### src/core/rss_pkg.sv
package rss_pkg;

    localparam logic [11:0] REG_CAUSE   = 12'h000;
    localparam logic [11:0] REG_STATUS  = 12'h004;
    localparam logic [11:0] REG_IRQ_ST  = 12'h008;
    localparam logic [11:0] REG_IRQ_MSK = 12'h00C;
    localparam logic [11:0] REG_CONFIG  = 12'h010;

    // cause register bit positions
    localparam int B_WINVIOL = 0;
    localparam int B_WDT_N   = 1;
    localparam int B_INSTR_N = 2;
    localparam int B_PIN_N   = 3;
    localparam int B_POR_N   = 4;
    localparam int B_DROP_N  = 5;
    localparam int B_STACK_UNDERFLOW_FLAG  = 6;
    localparam int B_STACK_OVERFLOW_FLAG  = 7;
    localparam int CAUSE_W   = 8;
    // status register bits
    localparam int B_PD_N    = 0;
    localparam int B_TO_N    = 1;

    localparam logic [7:0] CAUSE_POR_VALUE = 8'h0E;
    localparam logic [7:0] CAUSE_RST_VALUE = 8'h3E;

    // event bits, same layout for status and mask
    localparam int EV_W      = 6;
    localparam int E_DROP    = 0;
    localparam int E_PIN     = 1;
    localparam int E_WDT     = 2;
    localparam int E_INSTR   = 3;
    localparam int E_STACK   = 4;
    localparam int E_PROG    = 5;

    // config register layout
    localparam int C_POWER_UP_DELAY_TIMER_LO   = 0;
    localparam int C_LPM_EN    = 2;
    localparam int C_PIN_EN    = 3;
    localparam int C_LVP       = 4;
    localparam int C_STK_EN    = 5;
    localparam int C_PULL_SW   = 6;
    localparam logic [6:0] CONFIG_ERASED = 7'h00;

    // power-up delay choices in microseconds
    localparam int CLK_MHZ     = 125;
    localparam int POWER_UP_DELAY_TIMER_US_1   = 1000;
    localparam int POWER_UP_DELAY_TIMER_US_2   = 4000;
    localparam int POWER_UP_DELAY_TIMER_US_3   = 16000;
    localparam int FILTER_NS   = 200;
    localparam int FILTER_CYC  = (FILTER_NS * CLK_MHZ) / 1000;

    typedef struct packed {
        logic lowPowerDrop;
        logic normalDrop;
        logic powerOn;
        logic progMode;
        logic wdtTimeout;
        logic wdtWindow;
        logic resetInstr;
        logic stackOverflow;
        logic stackUnderflow;
    } rss_src_t;

endpackage

### src/core/reset_source_sequencer.sv
`timescale 1ns/1ps
module rss_reset_source_sequencer #(
    parameter int POWER_UP_DELAY_TIMER_CYC_1 = rss_pkg::POWER_UP_DELAY_TIMER_US_1 * rss_pkg::CLK_MHZ,
    parameter int POWER_UP_DELAY_TIMER_CYC_2 = rss_pkg::POWER_UP_DELAY_TIMER_US_2 * rss_pkg::CLK_MHZ,
    parameter int POWER_UP_DELAY_TIMER_CYC_3 = rss_pkg::POWER_UP_DELAY_TIMER_US_3 * rss_pkg::CLK_MHZ,
    parameter int FILTER_CYC = rss_pkg::FILTER_CYC
) (
    input  wire logic             ref_clk,
    input  wire logic             rst_b,
    input  wire rss_pkg::rss_src_t src,
    input  wire logic             extResetPinIn,
    output logic                  extResetPinOut,
    output logic                  extResetPinOe,
    output logic                  pinPullUp,
    output logic                  coreReset,
    output logic                  irq,
    input  wire logic [11:0]      paddr,
    input  wire logic             psel,
    input  wire logic             penable,
    input  wire logic             pwrite,
    input  wire logic [31:0]      pwdata,
    input  wire logic [3:0]       pstrb,
    output logic [31:0]           prdata,
    output logic                  pready,
    output logic                  pslverr
);

    // filter counter is eight bits wide, timer loads must be nonzero
    if (POWER_UP_DELAY_TIMER_CYC_1 < 1 || POWER_UP_DELAY_TIMER_CYC_2 < 1 || POWER_UP_DELAY_TIMER_CYC_3 < 1 || FILTER_CYC < 1 || FILTER_CYC > 255) begin : g_bad_timing
        $error("bad timing parameter");
    end

    ////////////////////////////////////////////////////////////////////////////
    // synchronisers: async inputs pass three flops, second and third agree
    logic [2:0] pinSync;
    logic [2:0] lpSync;
    logic [2:0] nbSync;
    logic [2:0] porSync;
    logic [2:0] progSync;
    logic       pinLevel;
    logic       lpLevel;
    logic       nbLevel;
    logic       porLevel;
    logic       progLevel;

    always_ff @(posedge ref_clk) begin
        pinSync  <= {pinSync[1:0], extResetPinIn};
        lpSync   <= {lpSync[1:0], src.lowPowerDrop};
        nbSync   <= {nbSync[1:0], src.normalDrop};
        porSync  <= {porSync[1:0], src.powerOn};
        progSync <= {progSync[1:0], src.progMode};
    end

    always_ff @(posedge ref_clk) begin
        if (!rst_b) begin
            pinLevel  <= 1'b1;
            lpLevel   <= 1'b0;
            nbLevel   <= 1'b0;
            porLevel  <= 1'b1;
            progLevel <= 1'b0;
        end else begin
            if (pinSync[1] == pinSync[2]) pinLevel <= pinSync[2];
            if (lpSync[1] == lpSync[2]) lpLevel <= lpSync[2];
            if (nbSync[1] == nbSync[2]) nbLevel <= nbSync[2];
            if (porSync[1] == porSync[2]) porLevel <= porSync[2];
            if (progSync[1] == progSync[2]) progLevel <= progSync[2];
        end
    end

    ////////////////////////////////////////////////////////////////////////////
    // configuration and source qualification
    logic [6:0] cfgWord;
    logic       pinEnable;
    logic       supplyDrop;
    logic       pinLowFiltered;
    logic       progExit;
    logic       progPrev;
    logic       stackFault;
    logic       wdtFault;
    logic       instant;

    assign pinEnable = cfgWord[rss_pkg::C_LVP] | cfgWord[rss_pkg::C_PIN_EN];
    assign supplyDrop = (lpLevel & cfgWord[rss_pkg::C_LPM_EN]) | nbLevel;
    assign stackFault = cfgWord[rss_pkg::C_STK_EN] & (src.stackOverflow | src.stackUnderflow);
    assign wdtFault   = src.wdtTimeout | src.wdtWindow;
    assign progExit   = progPrev & ~progLevel;

    assign pinPullUp      = pinEnable ? 1'b1 : cfgWord[rss_pkg::C_PULL_SW];
    assign extResetPinOut = 1'b0;
    assign extResetPinOe  = 1'b0;

    always_ff @(posedge ref_clk) begin
        if (!rst_b) progPrev <= 1'b0;
        else        progPrev <= progLevel;
    end

    // noise filter on the pin path
    logic [7:0] filtCnt;
    always_ff @(posedge ref_clk) begin
        if (!rst_b) begin
            filtCnt        <= 8'h00;
            pinLowFiltered <= 1'b0;
        end else if (pinLevel || !pinEnable) begin
            filtCnt        <= 8'h00;
            pinLowFiltered <= 1'b0;
        end else if (filtCnt >= 8'(FILTER_CYC - 1)) begin
            pinLowFiltered <= 1'b1;
        end else begin
            filtCnt <= filtCnt + 8'h01;
        end
    end

    ////////////////////////////////////////////////////////////////////////////
    // power-up timer
    logic [31:0] pwrtCnt;
    logic        pwrtArmed;
    logic        pwrtRun;
    logic [31:0] pwrtLoad;

    always_comb begin
        unique case (cfgWord[rss_pkg::C_POWER_UP_DELAY_TIMER_LO +: 2])
            2'b01:   pwrtLoad = 32'(POWER_UP_DELAY_TIMER_CYC_1);
            2'b10:   pwrtLoad = 32'(POWER_UP_DELAY_TIMER_CYC_2);
            2'b11:   pwrtLoad = 32'(POWER_UP_DELAY_TIMER_CYC_3);
            default: pwrtLoad = 32'h0000_0000;
        endcase
    end

    assign pwrtRun = pwrtCnt != 32'h0000_0000;

    // armed by power-on, drop or program exit, runs after release
    always_ff @(posedge ref_clk) begin
        if (!rst_b) begin
            pwrtArmed <= 1'b1;
            pwrtCnt   <= 32'h0000_0000;
        end else if (porLevel || supplyDrop || progLevel || progExit) begin
            pwrtArmed <= 1'b1;
            pwrtCnt   <= 32'h0000_0000;
        end else if (pwrtArmed) begin
            pwrtArmed <= 1'b0;
            pwrtCnt   <= pwrtLoad;
        end else if (pwrtRun) begin
            pwrtCnt <= pwrtCnt - 32'h0000_0001;
        end
    end

    ////////////////////////////////////////////////////////////////////////////
    // core reset
    // any source or timer holds reset
    assign instant = porLevel | supplyDrop | progLevel | pinLowFiltered | wdtFault | src.resetInstr | stackFault;

    always_ff @(posedge ref_clk) begin
        if (!rst_b) coreReset <= 1'b1;
        else        coreReset <= instant | pwrtArmed | pwrtRun;
    end

    ////////////////////////////////////////////////////////////////////////////
    // cause flags
    logic [rss_pkg::CAUSE_W-1:0] cause;
    logic [1:0]                  status;
    logic [rss_pkg::EV_W-1:0]    irqStatus;
    logic [rss_pkg::EV_W-1:0]    irqMask;
    logic [rss_pkg::EV_W-1:0]    events;
    logic                        wrAcc;
    logic                        rdAcc;
    logic                        powerLike;

    assign wrAcc = psel & penable & pwrite;
    assign rdAcc = psel & penable & ~pwrite;
    assign powerLike = porLevel | progExit;

    // flags held until software rewrites or power-on/program exit reloads them; hardware set wins
    always_ff @(posedge ref_clk) begin
        if (!rst_b) begin
            cause  <= rss_pkg::CAUSE_POR_VALUE;
            status <= 2'b11;
        end else if (powerLike) begin
            cause  <= rss_pkg::CAUSE_POR_VALUE;
            status <= 2'b11;
        end else begin
            if (wrAcc && paddr == rss_pkg::REG_CAUSE && pstrb[0])
                cause <= pwdata[rss_pkg::CAUSE_W-1:0];
            if (wrAcc && paddr == rss_pkg::REG_STATUS && pstrb[0])
                status <= pwdata[1:0];
            if (supplyDrop) cause[rss_pkg::B_DROP_N] <= 1'b0;
            if (pinLowFiltered) cause[rss_pkg::B_PIN_N] <= 1'b0;
            if (wdtFault) begin
                cause[rss_pkg::B_WDT_N]   <= 1'b0;
                cause[rss_pkg::B_WINVIOL] <= src.wdtWindow;
                status[rss_pkg::B_TO_N]   <= 1'b0;
                status[rss_pkg::B_PD_N]   <= 1'b1;
            end
            if (src.resetInstr) cause[rss_pkg::B_INSTR_N] <= 1'b0;
            if (cfgWord[rss_pkg::C_STK_EN] && src.stackOverflow) cause[rss_pkg::B_STACK_OVERFLOW_FLAG] <= 1'b1;
            if (cfgWord[rss_pkg::C_STK_EN] && src.stackUnderflow) cause[rss_pkg::B_STACK_UNDERFLOW_FLAG] <= 1'b1;
        end
    end

    ////////////////////////////////////////////////////////////////////////////
    // interrupts and configuration
    // event bits placed by the shared status and mask layout
    always_comb begin
        events                   = '0;
        events[rss_pkg::E_DROP]  = supplyDrop;
        events[rss_pkg::E_PIN]   = pinLowFiltered;
        events[rss_pkg::E_WDT]   = wdtFault;
        events[rss_pkg::E_INSTR] = src.resetInstr;
        events[rss_pkg::E_STACK] = stackFault;
        events[rss_pkg::E_PROG]  = progExit;
    end
    assign irq    = |(irqStatus & irqMask);

    always_ff @(posedge ref_clk) begin
        if (!rst_b) irqStatus <= '0;
        else if (wrAcc && paddr == rss_pkg::REG_IRQ_ST && pstrb[0])
            irqStatus <= (irqStatus & ~pwdata[rss_pkg::EV_W-1:0]) | events;
        else
            irqStatus <= irqStatus | events;
    end

    always_ff @(posedge ref_clk) begin
        if (!rst_b) irqMask <= '0;
        else if (wrAcc && paddr == rss_pkg::REG_IRQ_MSK && pstrb[0])
            irqMask <= pwdata[rss_pkg::EV_W-1:0];
    end

    always_ff @(posedge ref_clk) begin
        if (!rst_b) cfgWord <= rss_pkg::CONFIG_ERASED;
        else if (wrAcc && paddr == rss_pkg::REG_CONFIG && pstrb[0])
            cfgWord <= pwdata[6:0];
    end

    ////////////////////////////////////////////////////////////////////////////
    // apb read path, zero wait
    logic mapped;
    assign mapped  = paddr == rss_pkg::REG_CAUSE || paddr == rss_pkg::REG_STATUS ||
                     paddr == rss_pkg::REG_IRQ_ST || paddr == rss_pkg::REG_IRQ_MSK ||
                     paddr == rss_pkg::REG_CONFIG;
    assign pready  = 1'b1;
    assign pslverr = psel & penable & ~mapped;

    always_ff @(posedge ref_clk) begin
        if (!rst_b) prdata <= 32'h0000_0000;
        else if (psel && !penable && !pwrite) begin
            unique case (paddr)
                rss_pkg::REG_CAUSE:   prdata <= 32'(cause);
                rss_pkg::REG_STATUS:  prdata <= 32'(status);
                rss_pkg::REG_IRQ_ST:  prdata <= 32'(irqStatus);
                rss_pkg::REG_IRQ_MSK: prdata <= 32'(irqMask);
                rss_pkg::REG_CONFIG:  prdata <= 32'(cfgWord);
                default:              prdata <= 32'h0000_0000;
            endcase
        end
    end

endmodule

### config.mk
export PLATFORM = sky130hd
export DESIGN_NAME = rss_reset_source_sequencer
export DESIGN_NICKNAME = d
export VERILOG_FILES = /design/src/core/rss_pkg.sv /design/src/core/reset_source_sequencer.sv
export SDC_FILE = /design/constraint.sdc
export NUM_CORES = 1
export LEC_CHECK = 0
export BUFFER_PORTS_ARGS = -buffer_cell sky130_fd_sc_hd__buf_2
export CAP_MARGIN = 20
export CORE_MARGIN = 2
export CORE_UTILIZATION = 51
export CTS_BUF_LIST = sky130_fd_sc_hd__clkbuf_8
export DETAILED_ROUTE_END_ITERATION = 10
export GPL_ROUTABILITY_DRIVEN = 0
export GPL_TIMING_DRIVEN = 0
export PLACE_DENSITY = 0.76
export SETUP_SLACK_MARGIN = 0.5
export SYNTH_ARGS = -nofsm -noshare
export SYNTH_HDL_FRONTEND = slang
export SYNTH_SLANG_ARGS = --single-unit
### constraint.sdc
create_clock -name ref_clk -period 6 [get_ports ref_clk]
set_input_delay 0.6 -clock ref_clk [delete_from_list [all_inputs] [get_ports ref_clk]]
set_output_delay 0.6 -clock ref_clk [all_outputs]
set_load 0.1 [all_outputs]
==> results of run 1 <==
-- registers in the layout (all words and copies together) (netlist names), 3 cells and up --
name	count
cause	8
cfgWord	7
filtCnt	8
irqMask	6
irqStatus	6
lpSync	3
nbSync	3
pinSync	3
porSync	3
prdata	8
progSync	3
pwrtCnt	32
-- where the power goes --
group | internal, mW | total (mW) | switching, mW
sequential | 0.682 | 0.689 | 0.00712
clock | 0.174 | 0.456 | 0.282
combinational | 0.0421 | 0.167 | 0.125
-- worst min path at each step --
stage / from / endpoint / slack [ps] / cells past startpoint
2_1_floorplan: lpSync[0] / lpSync[1] / 310 / 0
3_3_place_gp: lpSync[0] / lpSync[1] / 310 / 0
3_5_place_dp: lpSync[0] / lpSync[1] / 310 / 0
4_1_cts: src[6] / porSync[0] / 290 / 1
5_1_grt: extResetPinIn / pinSync[0] / 290 / 1
6_report: src[6] / porSync[0] / 300 / 1
-- cell usage after synthesis, drive strengths merged (4+ instances only) --
library cell  number
a21boi            14
a21oi             16
a221oi             4
a31oi              7
buf               32
clkbuf            16
dfxtp            101
ha                 7
inv               21
mux2i             18
nand2             49
nand2b             8
nand3             18
nand4             11
nor2              46
nor2b              8
nor3              16
nor4              11
o21a               4
o21ai             33
o311ai             4
o31ai              9
o41ai              5
or3               11
or4                9
xnor2              9
xor2               8
-- per-layer routing --
| layer | wire [um] | vias to the layer above | GRT usage |
|---|---|---|---|
| met2 | 5200 | 132 | 0.374 |
| li1 | - | 2040 | - |
| met4 | 167 | 0 | 0.0569 |
| met3 | 659 | 24 | 0.0474 |
| met5 | 0 | - | 0 |
| met1 | 4920 | 1957 | 0.304 |
-- final cells by class --
class                           instances  area share
Inverter                               21      0.0147
Clock buffer                            9      0.0231
Multi-Input combinational cell        390       0.444
Timing Repair Buffer                   47      0.0438
Sequential cell                       101       0.377
Buffer                                 48      0.0557
Clock inverter                          7      0.0170
Tap cell                              108      0.0252
-- cell families after synthesis --
family	synth area share
buffers and inverters	0.0806
other	0.00160
flip-flops	0.431
adder cells (fa/ha/maj)	0.0187
AND/OR/NAND/NOR	0.227
XOR/XNOR	0.0318
AO/OA/AOI/OAI	0.161
multiplexers	0.0480
-- metrics by stage --
stage	cell area (sq um)	std cells
global route	5370	731
detailed placement	5150	715
finish	5370	731
floorplan	4780	560
global placement	5150	714
CTS	5370	731
==> results_dict.tcl, run 1 <==
set metrics [dict create \
    timing.hold.ws_ps 302 \
    vias 4153 \
    fin_util 0.610 \
    vias_per_cell 5.68 \
    cts-root-buf "clkbuf_8" \
    cp_num_buf_inv 3 \
    synth_top_cells_by_area "dfxtp_1 (43%), buf_4 (4.3%), nand2_1 (3.9%)" \
    die_w_um 99.9 \
    antenna-diode-count 0 \
    synth_flop_cell "dfxtp_1" \
    cp-startpoint "pwrtCnt[20]" \
    reg2regPathDepth 8 \
    dpl.hpwl_mm 8.18 \
    netlist_area_sq_um 4690 \
    path_depth 8 \
    slowest_delay_ps 570 \
    worst_path_max_delay_cell "nor4_2" \
    r2r_end "pwrtCnt[19]" \
    cts_max_level 3 \
    antenna_found_initial 0 \
    port_buffers 46 \
    crit_chain "or4_1 > buf_2 > or3_1 > buf_6 > nor4_2 > buf_2 > o21ai_0 > o21a_1" \
    tightest_slew_ps 799 \
    area_growth_pct 14.5 \
    synth_top_area_share 0.431 \
    min_period_ps 2960 \
    clk_pin_slew_ps 120 \
    crit_family "simple AND/OR/NAND/NOR gates" \
    worst_setup_path_start_kind "flop" \
    synth_seq_cells 101 \
    drc 0 \
    end_kind "flop" \
    critPathKind "flop to flop" \
    fmax_ghz 0.338 \
    r2r-start "pwrtCnt[20]" \
    p_leak_nw 2.22 \
    die-area_sq_um 9980 \
    multiInputGateArea_sq_um 2380 \
    initial_core_util 0.533 \
    numCtsBuffers 9 \
    cpMostUsedCell "buf_2" \
    synth_async_sr_flop_share 0 \
    mostFrequentLayoutCell "dfxtp_1" \
    yosysTopAreaCell "dfxtp_1" \
    setup_violations 0 \
    grt_start_max_net_pins 23 \
    cap_violations 0 \
    clockBufferDepth 2 \
    critPathMaxFanout 10 \
    total_power_mw 1.31 \
    num_rows 34 \
    rsz0062_at_grt "false" \
    ff2ff_setup_slack_ps 3040 \
    worstPathRequired_ps 6280 \
    post_cts_buffers 0 \
    cp.arrival_ps 3230 \
    post_drt_wl_per_cell_um 15.0 \
    synthCells 535 \
    cts_hold_buffers 0 \
    outcome "completed" \
    fill_cells 795 \
    power_density_nw_per_um2 244 \
    ys_seq_area_frac 0.431 \
    io_pins 102 \
    hold_violations 0 \
    clk_latency_ps 390 \
    setup_tns_ps 0 \
    endpoint "pwrtCnt[19]" \
    min_path_type "input pin to flop" \
    postRouteAntennaNets 0 \
    pre_cts_ws_ps 3080 \
    fin_crit_sh 0.493 \
    final_cell_mix "dfxtp_1 (101), nand2_1 (49), buf_2 (49)" \
    post_cts_resized 0 \
    ys_warn_count 0 \
    ys_types 59 \
    totalWireLength_mm 10.9 \
    overflow 0 \
    slew-limit-headroom 0.465 \
    grt_pass1_vias 3849 \
    seqCellArea_sq_um 2020 \
    avgSynthCellArea_sq_um 8.77 \
    grt_use_total 0.226 \
    drive_above_1_share 0.165 \
    clock_sinks 101 \
    nets 688 \
    grt_pass1_wl_mm 18.2 \
    coreArea_sq_um 8810 \
    cts_tree "done" \
    fin_skew_ps 19.1 \
    peakVddDrop_mv 0.165 \
    drt_pass1_iterations 5 \
    synth_edf_count 0 \
    worst_slack_ps 3040 \
    maxSlewViolCount 0 \
    first_iter_violations 243 \
    fp.dieH_um 99.9 \
]
(Power assumes the default switching activity.)
==> run 2, diff against run 1 <==
clock period = 2.9 ns   (was 6 ns; I/O delays follow)
==> results_dict.tcl, run 2 (same netlist as run 1, synthesis figures left out) <==
set metrics [dict create \
    outcome "completed" \
    numCtsBuffers 9 \
    mostFrequentLayoutCell "dfxtp_1" \
    top_register "pwrtCnt" \
    grt_pass1_vias 3910 \
    final_cell_mix "dfxtp_1 (94), nand2_1 (49), buf_4 (47), buf_2 (47), nor2_1 (46)" \
    setup_violations 0 \
    dpl.hpwl_mm 8.08 \
    critPathMaxFanout 7 \
    critPathKind "flop to flop" \
    final_cells 751 \
    fmax_ghz 0.408 \
    endpoint "coreReset" \
    io_pins 102 \
    worstPathRequired_ps 3140 \
    fin_skew_ps 14.9 \
    min_period_ps 2450 \
    hold_violations 0 \
    clockBufferDepth 2 \
    antenna-diode-count 0 \
    cts_hold_buffers 0 \
    p_leak_nw 2.35 \
    r2r-start "pwrtCnt[21]" \
    port_buffers 46 \
    postRouteAntennaNets 0 \
    cp.arrival_ps 2690 \
    drive_above_1_share 0.233 \
    peakVddDrop_mv 0.343 \
    reg2regPathDepth 7 \
    pre_cts_ws_ps 65.9 \
    first_iter_violations 349 \
    dp_cells 715 \
    cap_violations 0 \
    vias 4243 \
    totalWireLength_mm 11.6 \
    timing.hold.ws_ps 26.3 \
    fin_crit_sh 0.845 \
    fp.dieH_um 99.9 \
    clock_sinks 101 \
    grt_start_max_net_pins 20 \
    antenna_found_initial 0 \
    drc 0 \
    clk_latency_ps 370 \
    clk_pin_slew_ps 110 \
    grt_use_total 0.229 \
    ff2ff_setup_slack_ps 450 \
    fill_cells 727 \
    die_w_um 99.9 \
    area_growth_pct 20.5 \
    post_drt_wl_per_cell_um 15.4 \
    worst_setup_path_start_kind "flop" \
    coreArea_sq_um 8810 \
    maxSlewViolCount 0 \
    rsz0062_at_grt "true" \
    cts_tree "done" \
    r2r_end "coreReset" \
    num_rows 34 \
    min_path_type "input pin to flop" \
    cp-startpoint "pwrtCnt[21]" \
    initial_core_util 0.533 \
    nets 708 \
    power_density_nw_per_um2 472 \
    die-area_sq_um 9980 \
    tightest_slew_ps 887 \
    largest_register_ffs 32 \
    vias_per_cell 5.65 \
    drt_pass1_iterations 4 \
    slew-limit-headroom 0.405 \
    end_kind "flop" \
    grt_pass1_wl_mm 18.5 \
    cts_max_level 3 \
    overflow 0 \
    worst_slack_ps 450 \
    cts-root-buf "clkbuf_8" \
    setup_tns_ps 0 \
]
## run 2: cell count changes in the layout (fill, tap and decap cells not counted), moves of 3 or more
cell / before / now
buf_4: 27 / 47
clkbuf_1: 16 / 13
clkinv_4: 0 / 3
dfxtp_1: 101 / 94
dfxtp_2: 0 / 5
or3_1: 10 / 7
or3_4: 1 / 4
or4_1: 8 / 2
or4_4: 1 / 7
## run 2: how the worst min path moves through the flow
stage                  startpoint          end  slack (ps)  depth (start not counted)
floorplan               lpSync[0]    lpSync[1]         310                          0
global placement        nbSync[0]    nbSync[1]         310                          0
detailed placement      lpSync[0]    lpSync[1]         310                          0
CTS                        src[7]    nbSync[0]          10                          1
global route               src[5]  progSync[0]          10                          1
finish              extResetPinIn   pinSync[0]          30                          1
## run 2: repair_timing
| item | 4_1_cts | 5_1_grt |
|---|---|---|
| setup buffers | 13 | 7 |
| pin swaps | 7 | 6 |
| gates resized for setup | 23 | 15 |
| setup endpoints to repair | 20 | 20 |
## run 2: metal layers
metal	vias up	share of wire	GRT usage
met1	1987	0.45	0.306
li1	2076	-	-
met2	165	0.48	0.382
met3	15	0.059	0.0327
met4	0	0.015	0.0822
met5	-	0	0
## run 2: worst max-delay path: stages, from the launching register on
cell and delay (ps):
dfxtp_4 360, or4_4 510, buf_6 130, or3_4 320, buf_6 140, or3_4 330
buf_8 140, or4_4 400
## run 2: area by class of cell
cell class	count	area [sq um]	area share
flip-flops and latches	101	2040	0.360
well taps	108	135	0.0239
inverters	21	78.8	0.0140
clock buffers	9	124	0.0219
plain buffers	48	337	0.0596
multi-input cells	390	2490	0.440
clock inverters	7	66.3	0.0117
repair buffers	67	385	0.0682
## run 2: through the flow
stage	power [mW]	area, sq um	utilization
after detailed placement	1.80	5170	0.587
after global placement	1.79	5160	0.586
after floorplan	1.74	4800	-
after global routing	2.75	5650	0.642
after CTS	2.66	5540	0.629
final	2.66	5650	0.642
## run 2: power breakdown
| group | leakage [nW] | switching (mW) | total (mW) | internal, mW |
|---|---|---|---|---|
| combinational | 1.42 | 0.266 | 0.371 | 0.105 |
| clock | 0.0982 | 0.534 | 0.869 | 0.335 |
| sequential | 0.826 | 0.0143 | 1.42 | 1.41 |
